### config.mk
export PLATFORM = sky130hd
export DESIGN_NAME = bfc_ctrl
export DESIGN_NICKNAME = d
export VERILOG_FILES = /design/src/bfc_pkg.sv /design/src/bfc_ctrl.sv /design/src/bfc_level_scale.sv
export SDC_FILE = /design/constraint.sdc
export NUM_CORES = 1
export LEC_CHECK = 0
export BUFFER_PORTS_ARGS = -buffer_cell sky130_fd_sc_hd__buf_2
export CAP_MARGIN = 5
export CORE_MARGIN = 5
export CORE_UTILIZATION = 40
export DETAILED_ROUTE_END_ITERATION = 10
export PLACE_DENSITY_LB_ADDON = 0.1
export SETUP_SLACK_MARGIN = 0.15
export SYNTH_ARGS = -nofsm -noshare
export SYNTH_HDL_FRONTEND = slang
export SYNTH_HIERARCHICAL = 1
export SYNTH_SLANG_ARGS = --single-unit
### constraint.sdc
create_clock -name core_clk -period 9.1 [get_ports core_clk]
set_input_delay 0 -clock core_clk [delete_from_list [all_inputs] [get_ports core_clk]]
set_output_delay 0 -clock core_clk [all_outputs]
set_load 0.01 [all_outputs]
### src/bfc_pkg.sv
// Package: shared constants for the brightness and thermal flag control block
// Assumes a single core clock and plain ports, no register bus
package bfc_pkg;
  localparam int          NUM_CH        = 16;
  localparam int          BC_W          = 7;
  localparam int          LEVEL_STEPS   = 128;
  localparam logic [6:0]  BC_FULL       = 7'h7F;
  localparam logic [6:0]  BC_RESET      = 7'h00;
  localparam logic [15:0] ONOFF_RESET   = 16'h0000;
  localparam int          LEVEL_W       = 8;
  localparam logic [7:0]  LEVEL_FULL    = 8'hFF;
  localparam int          NUM_ERR       = 6;
  localparam int          ERR_OPEN      = 0;
  localparam int          ERR_SHORT     = 1;
  localparam int          ERR_LEAK      = 2;
  localparam int          ERR_REF       = 3;
  localparam int          ERR_WARN      = 4;
  localparam int          ERR_HOT       = 5;
  localparam int          SEL_W         = 2;
  localparam logic [1:0]  SEL_OPEN      = 2'h1;
  localparam logic [1:0]  SEL_SHORT     = 2'h2;
  localparam logic [1:0]  SEL_LEAK      = 2'h3;
  localparam logic [1:0]  SEL_RESET     = 2'h0;
  typedef enum logic [0:0] {BFC_RUN, BFC_SHUTDOWN} bfc_state_e;
endpackage : bfc_pkg

### src/bfc_ctrl.sv
// Control core: brightness code, on/off latch, error status and overheat shutdown
// Assumes the host serial front end presents parallel words and a latch strobe
// Behaviour
// RULE_01: One seven-bit brightness code for all channels
// RULE_02: Code selects among 128 equal levels
// RULE_03: Level equals full scale times code over 127
// RULE_04: Host loads code, device latches it
// RULE_05: Per-channel on/off data switches each output
// RULE_06: Six distinct error indications are kept
// RULE_07: Status results are shifted out to host
// RULE_08: Overheat forces every output off
// RULE_09: Overheat shutdown forces open status ones
// RULE_10: Outputs resume once overheat input clears
// RULE_11: Error flag holds until latch strobe
// RULE_12: On/off latch updates only on strobe
// RULE_13: Select 01 with overheat gives all ones
// RULE_14: Open status reported only for enabled channels
// RULE_15: Overheat input is synchronised before use
module bfc_ctrl
  import bfc_pkg::*;
(
  input  wire logic                          core_clk,
  input  wire logic                          rst,
  input  wire logic                          clk_en,
  input  wire logic                          latch_strobe,
  input  wire logic                          load_control,
  input  wire logic [bfc_pkg::BC_W-1:0]      shift_bc,
  input  wire logic [bfc_pkg::SEL_W-1:0]     shift_sel,
  input  wire logic [bfc_pkg::NUM_CH-1:0]    shift_onoff,
  input  wire logic                          overheat_in,
  input  wire logic                          heat_warning_in,
  input  wire logic                          ref_short_in,
  input  wire logic [bfc_pkg::NUM_CH-1:0]    open_detect,
  input  wire logic [bfc_pkg::NUM_CH-1:0]    short_detect,
  input  wire logic [bfc_pkg::NUM_CH-1:0]    leak_detect,
  input  wire logic                          status_capture,
  output logic [bfc_pkg::BC_W-1:0]           global_brightness_code,
  output logic [bfc_pkg::NUM_CH-1:0]         sink_output_channel,
  output logic [bfc_pkg::NUM_CH*bfc_pkg::LEVEL_W-1:0] channel_level,
  output logic                               overheat_shutdown,
  output logic                               overheat_error_flag,
  output logic [bfc_pkg::NUM_CH-1:0]         open_led_status,
  output logic [bfc_pkg::NUM_CH-1:0]         shorted_led_status,
  output logic [bfc_pkg::NUM_CH-1:0]         output_leak_status,
  output logic                               reference_short_flag,
  output logic                               heat_warning_flag,
  output logic [bfc_pkg::NUM_ERR-1:0]        error_summary,
  output logic [bfc_pkg::NUM_CH-1:0]         status_word
);
  import bfc_pkg::*;

  function automatic logic [NUM_CH-1:0] fill(input logic b);
    fill = {NUM_CH{b}};
  endfunction : fill

  logic [1:0]        hot_sync_q;
  logic [1:0]        hot_sync_d;
  logic [BC_W-1:0]   bc_q;
  logic [BC_W-1:0]   bc_d;
  logic [SEL_W-1:0]  sel_q;
  logic [SEL_W-1:0]  sel_d;
  logic [NUM_CH-1:0] onoff_q;
  logic [NUM_CH-1:0] onoff_d;
  logic              tef_q;
  logic              tef_d;
  bfc_state_e        state_q;
  bfc_state_e        state_d;
  logic [NUM_CH-1:0] open_q;
  logic [NUM_CH-1:0] open_d;
  logic [NUM_CH-1:0] short_q;
  logic [NUM_CH-1:0] short_d;
  logic [NUM_CH-1:0] leak_q;
  logic [NUM_CH-1:0] leak_d;
  logic [NUM_CH-1:0] sw_q;
  logic [NUM_CH-1:0] sw_d;
  logic              ref_q;
  logic              ref_d;
  logic              warn_q;
  logic              warn_d;
  logic [NUM_CH-1:0] outs_q;
  logic [NUM_CH-1:0] outs_d;
  logic [NUM_CH-1:0] open_raw;
  logic [NUM_CH-1:0] short_raw;
  logic              hot;

  // Only the second synchroniser stage is used by the logic
  assign hot = hot_sync_q[1];

  // Per-channel masking of the raw open and short detectors by the on/off latch
  for (genvar g = 0; g < NUM_CH; g++) begin : gen_chan
    assign open_raw[g]  = open_detect[g] & onoff_q[g]; // [RULE_14]
    assign short_raw[g] = short_detect[g] & onoff_q[g];
  end

  // Overheat synchroniser
  always_comb begin
    hot_sync_d = {hot_sync_q[0], overheat_in}; // [RULE_15]
  end

  always_ff @(posedge core_clk or posedge rst) begin
    if (rst) begin
      hot_sync_q <= 2'h0;
    end else if (clk_en) begin
      hot_sync_q <= hot_sync_d;
    end
  end

  // Brightness, status select and on/off latches
  always_comb begin
    bc_d    = bc_q;
    sel_d   = sel_q;
    onoff_d = onoff_q;
    if (latch_strobe && load_control) begin
      bc_d  = shift_bc;  // [RULE_04] [RULE_01]
      sel_d = shift_sel;
    end else if (latch_strobe) begin
      onoff_d = shift_onoff; // [RULE_12]
    end
  end

  always_ff @(posedge core_clk or posedge rst) begin
    if (rst) begin
      bc_q    <= BC_RESET;
      sel_q   <= SEL_RESET;
      onoff_q <= ONOFF_RESET;
    end else if (clk_en) begin
      bc_q    <= bc_d;
      sel_q   <= sel_d;
      onoff_q <= onoff_d;
    end
  end

  // Shutdown state and sticky error flag
  always_comb begin
    state_d = state_q;
    case (state_q)
      BFC_RUN: begin
        if (hot) begin
          state_d = BFC_SHUTDOWN; // [RULE_08]
        end
      end
      BFC_SHUTDOWN: begin
        if (!hot) begin
          state_d = BFC_RUN; // [RULE_10]
        end
      end
      default: begin
        state_d = BFC_RUN;
      end
    endcase
    // Set wins over the strobe clear
    tef_d = hot ? 1'b1 : (latch_strobe ? 1'b0 : tef_q); // [RULE_11]
  end

  always_ff @(posedge core_clk or posedge rst) begin
    if (rst) begin
      state_q <= BFC_RUN;
      tef_q   <= 1'b0;
    end else if (clk_en) begin
      state_q <= state_d;
      tef_q   <= tef_d;
    end
  end

  // Sink drive, forced off by shutdown or reference short
  always_comb begin
    outs_d = (state_q == BFC_SHUTDOWN || hot || ref_short_in) ? fill(1'b0)
                                                             : onoff_q; // [RULE_05] [RULE_08]
  end

  always_ff @(posedge core_clk or posedge rst) begin
    if (rst) begin
      outs_q <= '0;
    end else if (clk_en) begin
      outs_q <= outs_d;
    end
  end

  // Error status and the captured status word
  always_comb begin
    open_d  = (state_q == BFC_SHUTDOWN) ? fill(1'b1) : open_raw; // [RULE_09] [RULE_14]
    short_d = warn_q ? fill(1'b1) : short_raw; // [RULE_06]
    leak_d  = ref_q ? fill(1'b1) : leak_detect; // [RULE_06]
    ref_d   = ref_short_in;
    warn_d  = heat_warning_in;
    sw_d    = sw_q;
    if (status_capture) begin
      case (sel_q)
        SEL_OPEN:  sw_d = tef_q ? fill(1'b1) : open_q; // [RULE_13] [RULE_07]
        SEL_SHORT: sw_d = warn_q ? fill(1'b1) : short_q;
        SEL_LEAK:  sw_d = ref_q ? fill(1'b1) : leak_q;
        default:   sw_d = fill(1'b0);
      endcase
    end
  end

  always_ff @(posedge core_clk or posedge rst) begin
    if (rst) begin
      open_q  <= '0;
      short_q <= '0;
      leak_q  <= '0;
      sw_q    <= '0;
      ref_q   <= 1'b0;
      warn_q  <= 1'b0;
    end else if (clk_en) begin
      open_q  <= open_d;
      short_q <= short_d;
      leak_q  <= leak_d;
      sw_q    <= sw_d;
      ref_q   <= ref_d;
      warn_q  <= warn_d;
    end
  end

  bfc_level_scale u_scale (
    .core_clk (core_clk),
    .rst      (rst),
    .clk_en   (clk_en),
    .code     (bc_q),     // [RULE_02] [RULE_03]
    .chan_on  (outs_d),
    .level_q  (channel_level)
  );

  assign global_brightness_code = bc_q;
  assign sink_output_channel    = outs_q;
  assign overheat_shutdown      = (state_q == BFC_SHUTDOWN);
  assign overheat_error_flag    = tef_q;
  assign open_led_status        = open_q;
  assign shorted_led_status     = short_q;
  assign output_leak_status     = leak_q;
  assign reference_short_flag   = ref_q;
  assign heat_warning_flag      = warn_q;
  assign status_word            = sw_q;
  assign error_summary = {tef_q, warn_q, ref_q, |leak_q, |short_q, |open_q}; // [RULE_06]

  chk_sync_delay: assert property (@(posedge core_clk) disable iff (rst) // [RULE_15]
    clk_en [*3] |-> hot == $past(overheat_in, 2))
    else $error("sync check");
  chk_hot_outputs_off: assert property (@(posedge core_clk) disable iff (rst) // [RULE_08]
    overheat_shutdown |-> sink_output_channel == '0)
    else $error("outputs not off during shutdown");
  chk_open_forced: assert property (@(posedge core_clk) disable iff (rst) // [RULE_09]
    clk_en && overheat_shutdown |=> !clk_en || open_led_status == fill(1'b1))
    else $error("open status not forced");
  chk_flag_holds: assert property (@(posedge core_clk) disable iff (rst) // [RULE_11]
    overheat_error_flag && !latch_strobe && !hot |=> overheat_error_flag)
    else $error("error flag dropped without strobe");
  chk_flag_clear: assert property (@(posedge core_clk) disable iff (rst) // [RULE_11]
    clk_en && latch_strobe && !hot |=> !clk_en || !overheat_error_flag)
    else $error("error flag not cleared by strobe");
  chk_onoff_strobe: assert property (@(posedge core_clk) disable iff (rst) // [RULE_12]
    !latch_strobe |=> $stable(onoff_q))
    else $error("on/off changed without strobe");
  chk_bc_load: assert property (@(posedge core_clk) disable iff (rst) // [RULE_04]
    clk_en && latch_strobe && load_control |=> global_brightness_code == $past(shift_bc))
    else $error("brightness not loaded");
  chk_open_masked: assert property (@(posedge core_clk) disable iff (rst) // [RULE_14]
    clk_en && !overheat_shutdown |=> (open_led_status & ~$past(onoff_q)) == '0)
    else $error("open status on disabled channel");
  chk_resume: assert property (@(posedge core_clk) disable iff (rst) // [RULE_10]
    clk_en [*2] ##0 (state_q == BFC_RUN && !hot && !ref_short_in)
      |=> !clk_en || sink_output_channel == $past(onoff_q))
    else $error("outputs did not follow on/off data");
  chk_all_ones: assert property (@(posedge core_clk) disable iff (rst) // [RULE_13]
    clk_en && status_capture && sel_q == SEL_OPEN && tef_q |=> status_word == fill(1'b1))
    else $error("status word not all ones");
  chk_short_ones: assert property (@(posedge core_clk) disable iff (rst) // [RULE_07]
    clk_en && status_capture && sel_q == SEL_SHORT && warn_q |=> status_word == fill(1'b1))
    else $error("short status word not all ones");
  chk_leak_ones: assert property (@(posedge core_clk) disable iff (rst) // [RULE_07]
    clk_en && status_capture && sel_q == SEL_LEAK && ref_q |=> status_word == fill(1'b1))
    else $error("leak status word not all ones");
  chk_zero_select: assert property (@(posedge core_clk) disable iff (rst) // [RULE_07]
    clk_en && status_capture && sel_q == SEL_RESET |=> status_word == '0)
    else $error("status word not zero for select 00");
  chk_word_hold: assert property (@(posedge core_clk) disable iff (rst) // [RULE_07]
    !status_capture |=> $stable(status_word))
    else $error("status word changed without capture");
  chk_warn_short: assert property (@(posedge core_clk) disable iff (rst) // [RULE_06]
    clk_en && heat_warning_flag |=> !clk_en || shorted_led_status == fill(1'b1))
    else $error("short status not forced by warning");
  chk_ref_leak: assert property (@(posedge core_clk) disable iff (rst) // [RULE_06]
    clk_en && reference_short_flag |=> !clk_en || output_leak_status == fill(1'b1))
    else $error("leak status not forced by reference short");
  chk_ref_off: assert property (@(posedge core_clk) disable iff (rst) // [RULE_05]
    reference_short_flag |-> sink_output_channel == '0)
    else $error("outputs on during reference short");
  chk_bc_hold: assert property (@(posedge core_clk) disable iff (rst) // [RULE_01]
    !latch_strobe |=> $stable(global_brightness_code))
    else $error("brightness changed without strobe");
  chk_onoff_load: assert property (@(posedge core_clk) disable iff (rst) // [RULE_12]
    clk_en && latch_strobe && !load_control |=> onoff_q == $past(shift_onoff))
    else $error("on/off word not latched");
  chk_level_off: assert property (@(posedge core_clk) disable iff (rst) // [RULE_03]
    !sink_output_channel[0] |-> channel_level[LEVEL_W-1:0] == '0)
    else $error("level on a channel that is off");
  chk_freeze: assert property (@(posedge core_clk) disable iff (rst) // [RULE_05]
    !clk_en |=> $stable(sink_output_channel) && $stable(overheat_error_flag))
    else $error("state changed while clock enable low");

  cov_shutdown: cover property (@(posedge core_clk) disable iff (rst) $rose(overheat_shutdown));
  cov_flag_clear: cover property (@(posedge core_clk) disable iff (rst)
    $fell(overheat_error_flag));
  cov_bc_load: cover property (@(posedge core_clk) disable iff (rst) latch_strobe && load_control);
  cov_warn_word: cover property (@(posedge core_clk) disable iff (rst)
    status_capture && sel_q == SEL_SHORT && warn_q);
  cov_freeze: cover property (@(posedge core_clk) disable iff (rst) !clk_en && latch_strobe);
endmodule : bfc_ctrl

### src/bfc_level_scale.sv
// Registered level scaler: level = code * 255 / 127, one output per channel
// Assumes the caller gates channel enables; clock enable freezes the register
module bfc_level_scale
  import bfc_pkg::*;
(
  input  wire logic                          core_clk,
  input  wire logic                          rst,
  input  wire logic                          clk_en,
  input  wire logic [bfc_pkg::BC_W-1:0]      code,
  input  wire logic [bfc_pkg::NUM_CH-1:0]    chan_on,
  output logic [bfc_pkg::NUM_CH*bfc_pkg::LEVEL_W-1:0] level_q
);
  logic [NUM_CH*LEVEL_W-1:0] level_d;
  logic [LEVEL_W-1:0]        scaled;
  logic [15:0]               prod;

  // Linear map over 128 codes, 0 gives zero and 7F gives full scale
  assign prod   = {9'h000, code} * 16'h00FF;
  assign scaled = 8'(prod / 16'(BC_FULL));

  always_comb begin
    for (int i = 0; i < NUM_CH; i++) begin
      level_d[i*LEVEL_W +: LEVEL_W] = chan_on[i] ? scaled : 8'h00; // [RULE_03]
    end
  end

  always_ff @(posedge core_clk or posedge rst) begin
    if (rst) begin
      level_q <= '0;
    end else if (clk_en) begin
      level_q <= level_d;
    end
  end

  chk_full_scale: assert property (@(posedge core_clk) disable iff (rst) // [RULE_03]
    clk_en && code == BC_FULL && chan_on[0] |=> level_q[LEVEL_W-1:0] == LEVEL_FULL)
    else $error("full code did not give full level");
endmodule : bfc_level_scale

== Word level (Yosys, flattened, before mapping) ==
Index checks and enable logic that the tools add are counted.

* $mul: 1
* Divide/modulo/power cells: 1
* Equality and inequality tests: 3
* Muxes and demuxes: 27
* Bitwise gates (word level): 33
* Reduce and logical (&&, ||, !) cells: 11

{| class="wikitable"
|+ Operators by type and width
! kind !! count
|-
| $mux 8 || 16
|-
| $mux 16 || 7
|-
| $pmux 16 s3 || 1
|-
| $reduce_or 16->1 || 3
|-
| $and 1x1->1 || 32
|-
| $div 15x7->16 const B || 1
|-
| $mul 7x8->15 const B || 1
|-
| $reduce_and 2->1 || 3
|-
| $eq 2x2->1 const B || 2
|-
| $mux 1 || 3
|-
| $reduce_and 3->1 || 1
|-
| $eq 2x1->1 const B || 1
|-
| $logic_or 1x1->1 || 2
|-
| $reduce_bool 2->1 || 1
|-
| $logic_and 1x1->1 || 1
|-
| $not 1->1 || 1
|}

* Register bits: 239
* Bits of input ports: 82
* Output and inout bits: 225
* Logic and storage cells: 90

== Logic depth before layout (Yosys ltp) ==
* Depth after elaboration: 4
* Gate-level depth with buffers: 39
* Gate-level depth less buffers: 34

== Cells and area by module ==
Netlist, hierarchy kept.

{| class="wikitable"
|+ Modules (own cells, without submodules)
! module !! times used !! cells an instance !! area each (µm²) !! seq. area each (µm²)
|-
| bfc_level_scale || 1 || 904 || 8526.9 || 3203.1
|-
| bfc_ctrl || 1 || 428 || 4840.9 || 2777.7
|}

== Least setup slack after synthesis ==
Ideal clock, no wire load.

* Path type: register to register
* Start: reg bc_q[1], in the netlist global_brightness_code[1]
* End: reg u_scale/level_q[104] (netlist name)
* Library setup time: 92 ps
* Arrival: 9572 ps
* Required time: 9008 ps
* Slack: -564 ps
* Cell stages (with the launch flop): 38
* Buffers on the path: 3
* Period minus slack after synthesis: 9664 ps
* Cell sequence: dfrtp_1 fa_1 inv_1 fa_1 inv_1 fa_1 inv_1 fa_1 inv_1 ha_1 buf_2 a21oi_1 o211ai_2 a221oi_4 nand4_2 or4_4 and3_1 or4_4 [... 2 more ...] a211o_1 o211ai_1 o22ai_2 or3_1 buf_2 nor4_2 a31oi_1 xnor2_1 inv_1 ha_1 and3_1 a32oi_1 or2b_1 xor2_1 a211o_1 a221o_1 buf_6 o31ai_2

* Cells in the longest elaborated chain, start to end: 3

{| class="wikitable"
|+ RTL lines
! what !! RTL line !! source
|-
| start: declaration || bfc_ctrl.sv:58 || <nowiki>logic [BC_W-1:0] bc_q;</nowiki>
|-
| start signal: assignment || bfc_ctrl.sv:123 || <nowiki>bc_q <= BC_RESET;</nowiki>
|-
| start signal: assignment || bfc_ctrl.sv:127 || <nowiki>bc_q <= bc_d;</nowiki>
|-
| $mul 7x8->15 || bfc_level_scale.sv:18 || <nowiki>assign prod = {9'h000, code} * 16'h00FF;</nowiki>
|-
| $div 15x7->16 || bfc_level_scale.sv:19 || <nowiki>assign scaled = 8'(prod / 16'(BC_FULL));</nowiki>
|-
| $mux 8 || bfc_level_scale.sv:23 || <nowiki>level_d[i*LEVEL_W +: LEVEL_W] = chan_on[i] ? scaled : 8'h00;</nowiki>
|-
| end signal: assignment || bfc_level_scale.sv:31 || <nowiki>level_q <= level_d;</nowiki>
|-
| end: declaration || bfc_level_scale.sv:11 || <nowiki>output logic [bfc_pkg::NUM_CH*bfc_pkg::LEVEL_W-1:0] level_q</nowiki>
|}

Every way passes these cells.
A chain may end at the register's enable or synchronous reset.

== Worst setup path after layout ==
* Start: reg bc_q[6], in the netlist global_brightness_code[6]
* End: reg u_scale/level_q[16] (netlist name)

Same word-level chain as after synthesis.

==> results.tsv <==
metric	value	unit
Synth area leader	dfrtp_1	
flop and latch count out of synthesis	239	
Placer Congestion	0.892	
Crit Path Class	reg -> reg	
Cell variety after synth	100	
P&R area growth vs syn	36.8	%
Setup crit start kind	register	
Synth Cell Area	13400	µm²
DR WL/cell	19.6	µm
nets	1937	
FP Rows	67	
first-pass GRT wire length	68000	µm
Mapped Nets	1469	
Final HPWL DP	31900	µm
DR iter-0 viols	771	
Clock Path Buffers	3	
Seq/Total Area, Yosys	44.7	%
dominant synthesized flop cell	dfrtp_1	
Max Cap Violations	0	
share of the synthesized area in the top cell type	44.7	%
Core Footprint	33300	µm²
CTS sink cnt	239	
Max transition margin	28.3	%
CP max FO	8	
TritonCTS clock tree	yes	
number of flops mapped to enable cells by yosys	0	
DRT Wirelength	44300	µm
fraction of layout cells with a size suffix above 1	35.6	%
CP max-delay cell	fa_2	
Ant. Diodes	0	
GRT Total Usage	22.8	%
drt pass-1 iters	5	
final non-filler cell total	2267	
CP peak stage delay	600	ps
pins over their slew limit	0	
Gate Count Post-Synth	1332	
RSZ-0062 raised after global routing	true	
CP Launch Point	global_brightness_code[6]	
initial core utilization	40.2	%
Synth area leaders	dfrtp_1 (45%), o22ai_1 (5.3%), inv_1 (4.2%)	
WP data required	9550	ps
vias per cell	5.38	
status	finished, violations left	
max frequency	0.110	GHz
final setup vio count	9	
CTS buffer count	26	
vias	12187	
Ports	307	
Critical R2R Launch	global_brightness_code[6]	
worst skew pair latency	540	ps
synth warn	6	
largest net degree at the start of global routing	101	
H-tree depth	1	
violated checks	negative setup slack	
Final Hold Vio Count	0	
DIE WIDTH	193	µm
antenna viol nets, final	0	
Worst-Margin Slew	1080	ps
CP Capture Type	register	
Setup Skew	33.1	ps
critical path data arrival time	9570	ps
Worst-path clk slew	70	ps
post-synthesis async set-or-reset flop share	100	%
vias in the first global route	11951	
HP Class	in -> async	
Inst Count DP	2127	
Root Driver	clkbuf_16	
full die area	37200	µm²
Final min period	9120	ps
Overflow after GRT	0	
period utilisation layout	100	%
Residual DRC	0	
Final WS setup	-23.3	ps
syn_area_per_cell	10.0	µm²
initial antenna violation count	0	
Port Buffer Count	306	
die span in y	193	µm
Hold Worst Slack	109	ps
## placed cells by master (no fill, tap or decap), types with 26 or more instances in the layout
master         Yosys  routed
buf_4              5     129
nand2_1           46      45
o22ai_1          113     113
o21ai_0           28      26
buf_2             13     305
clkbuf_16          0      27
a31oi_1           41      39
dlygate4sd3_1      0      78
a21oi_1           93      90
nor2_1            77      75
mux2_2            40      40
ha_1              39      36
dfrtp_1          239     236
and2_1            27      26
inv_1            148     143
## flip-flops by register name, summed over array words and instances (netlist names)
register	cells
u_scale/level_q	128
onoff_q	16
open_led_status	16
output_leak_status	16
shorted_led_status	16
sink_output_channel	16
status_word	16
global_brightness_code	7
hot_sync_q	2
sel_q	2
heat_warning_flag	1
overheat_error_flag	1
overheat_shutdown	1
reference_short_flag	1
## critical path, delay by kind of cell (launching register included)
family                     cells  cell delay [ps]
AOI/OAI and AO/OA             14             2870
adders and majority gates      6             2560
and+or+nand+nor                7             2230
buffers and inverters          7              610
DFF                            1              420
xor gates and xnor gates       2              340
## metal layers
metal,vias up,GRT usage (%),wire length (µm)
li1,5789,-,-
met5,-,0,0
met3,84,3.60,2700
met4,0,6.88,1340
met1,5892,33.0,20500
met2,422,35.2,19800
## stage by stage
stage	worst slack (ps)	setup TNS, ps	area [µm²]	utilization (%)
floorplan	-161	-2050	13400	-
global placement	-13.9	-59.3	16100	48.5
detailed placement	-258	-2820	16100	48.5
CTS	55.4	0	18000	54.0
global route	-324	-4730	18300	54.9
finish	-23.3	-98.3	18300	54.9
## synth_stat cells (21+ instances only)
cell type  count
clkbuf_1      52
and2_1        27
nand3_1       21
nand2_1       46
inv_1        148
dfrtp_1      239
o22ai_1      113
o21ai_0       28
a21oi_1       93
ha_1          39
a31oi_1       41
mux2_2        40
nor2_1        77
## repair_timing
item | in CTS | in global routing
setup endpoints to repair | 16 | 32
pin swaps | 17 | 15
hold buffers | 78 | 0
resized for setup | 25 | 37
endpoints found under the hold margin | 182 | 0
setup buffers | 6 | 8
gates cloned | 0 | 1
## kinds of logic (layout without fill, tap and decap cells)
family | count (synthesis) | in the layout | synth area share, %
and+or+nand+nor | 289 | 289 | 11.9
AOI/OAI and AO/OA | 427 | 427 | 22.7
buffers and inverters | 228 | 715 | 6.83
DFF | 239 | 239 | 44.7
xor gates and xnor gates | 33 | 33 | 2.27
adders and majority gates | 59 | 59 | 6.36
muxes | 57 | 57 | 5.20
## path summary, 6_finish.rpt
| path | endpoint | slack, ps | cells after the start |
|---|---|---|---|
| setup / recovery | u_scale/level_q[16] | -20 | 36 |
| hold / removal | u_scale/level_q[54] | 110 | 3 |
| setup reg to reg | u_scale/level_q[16] | -20 | 36 |
| hold reg to reg | sink_output_channel[11] | 500 | 1 |
| max in group asynchronous | u_scale/level_q[11] | 7530 | 4 |
| min in group core_clk | open_led_status[2] | 120 | 2 |
## layout make-up
class                   instances  area [µm²]
inverters                     148         561
repair buffers                520        3420
multi-input cells             865        6880
fillers                      3062       15000
well taps                     448         561
clock inverters                 8        82.6
flip-flops and latches        239        5980
clock buffers                  39         800
Power is not shown: default switching activity piles up to over one toggle a cycle in this logic, so the estimate is an artifact.
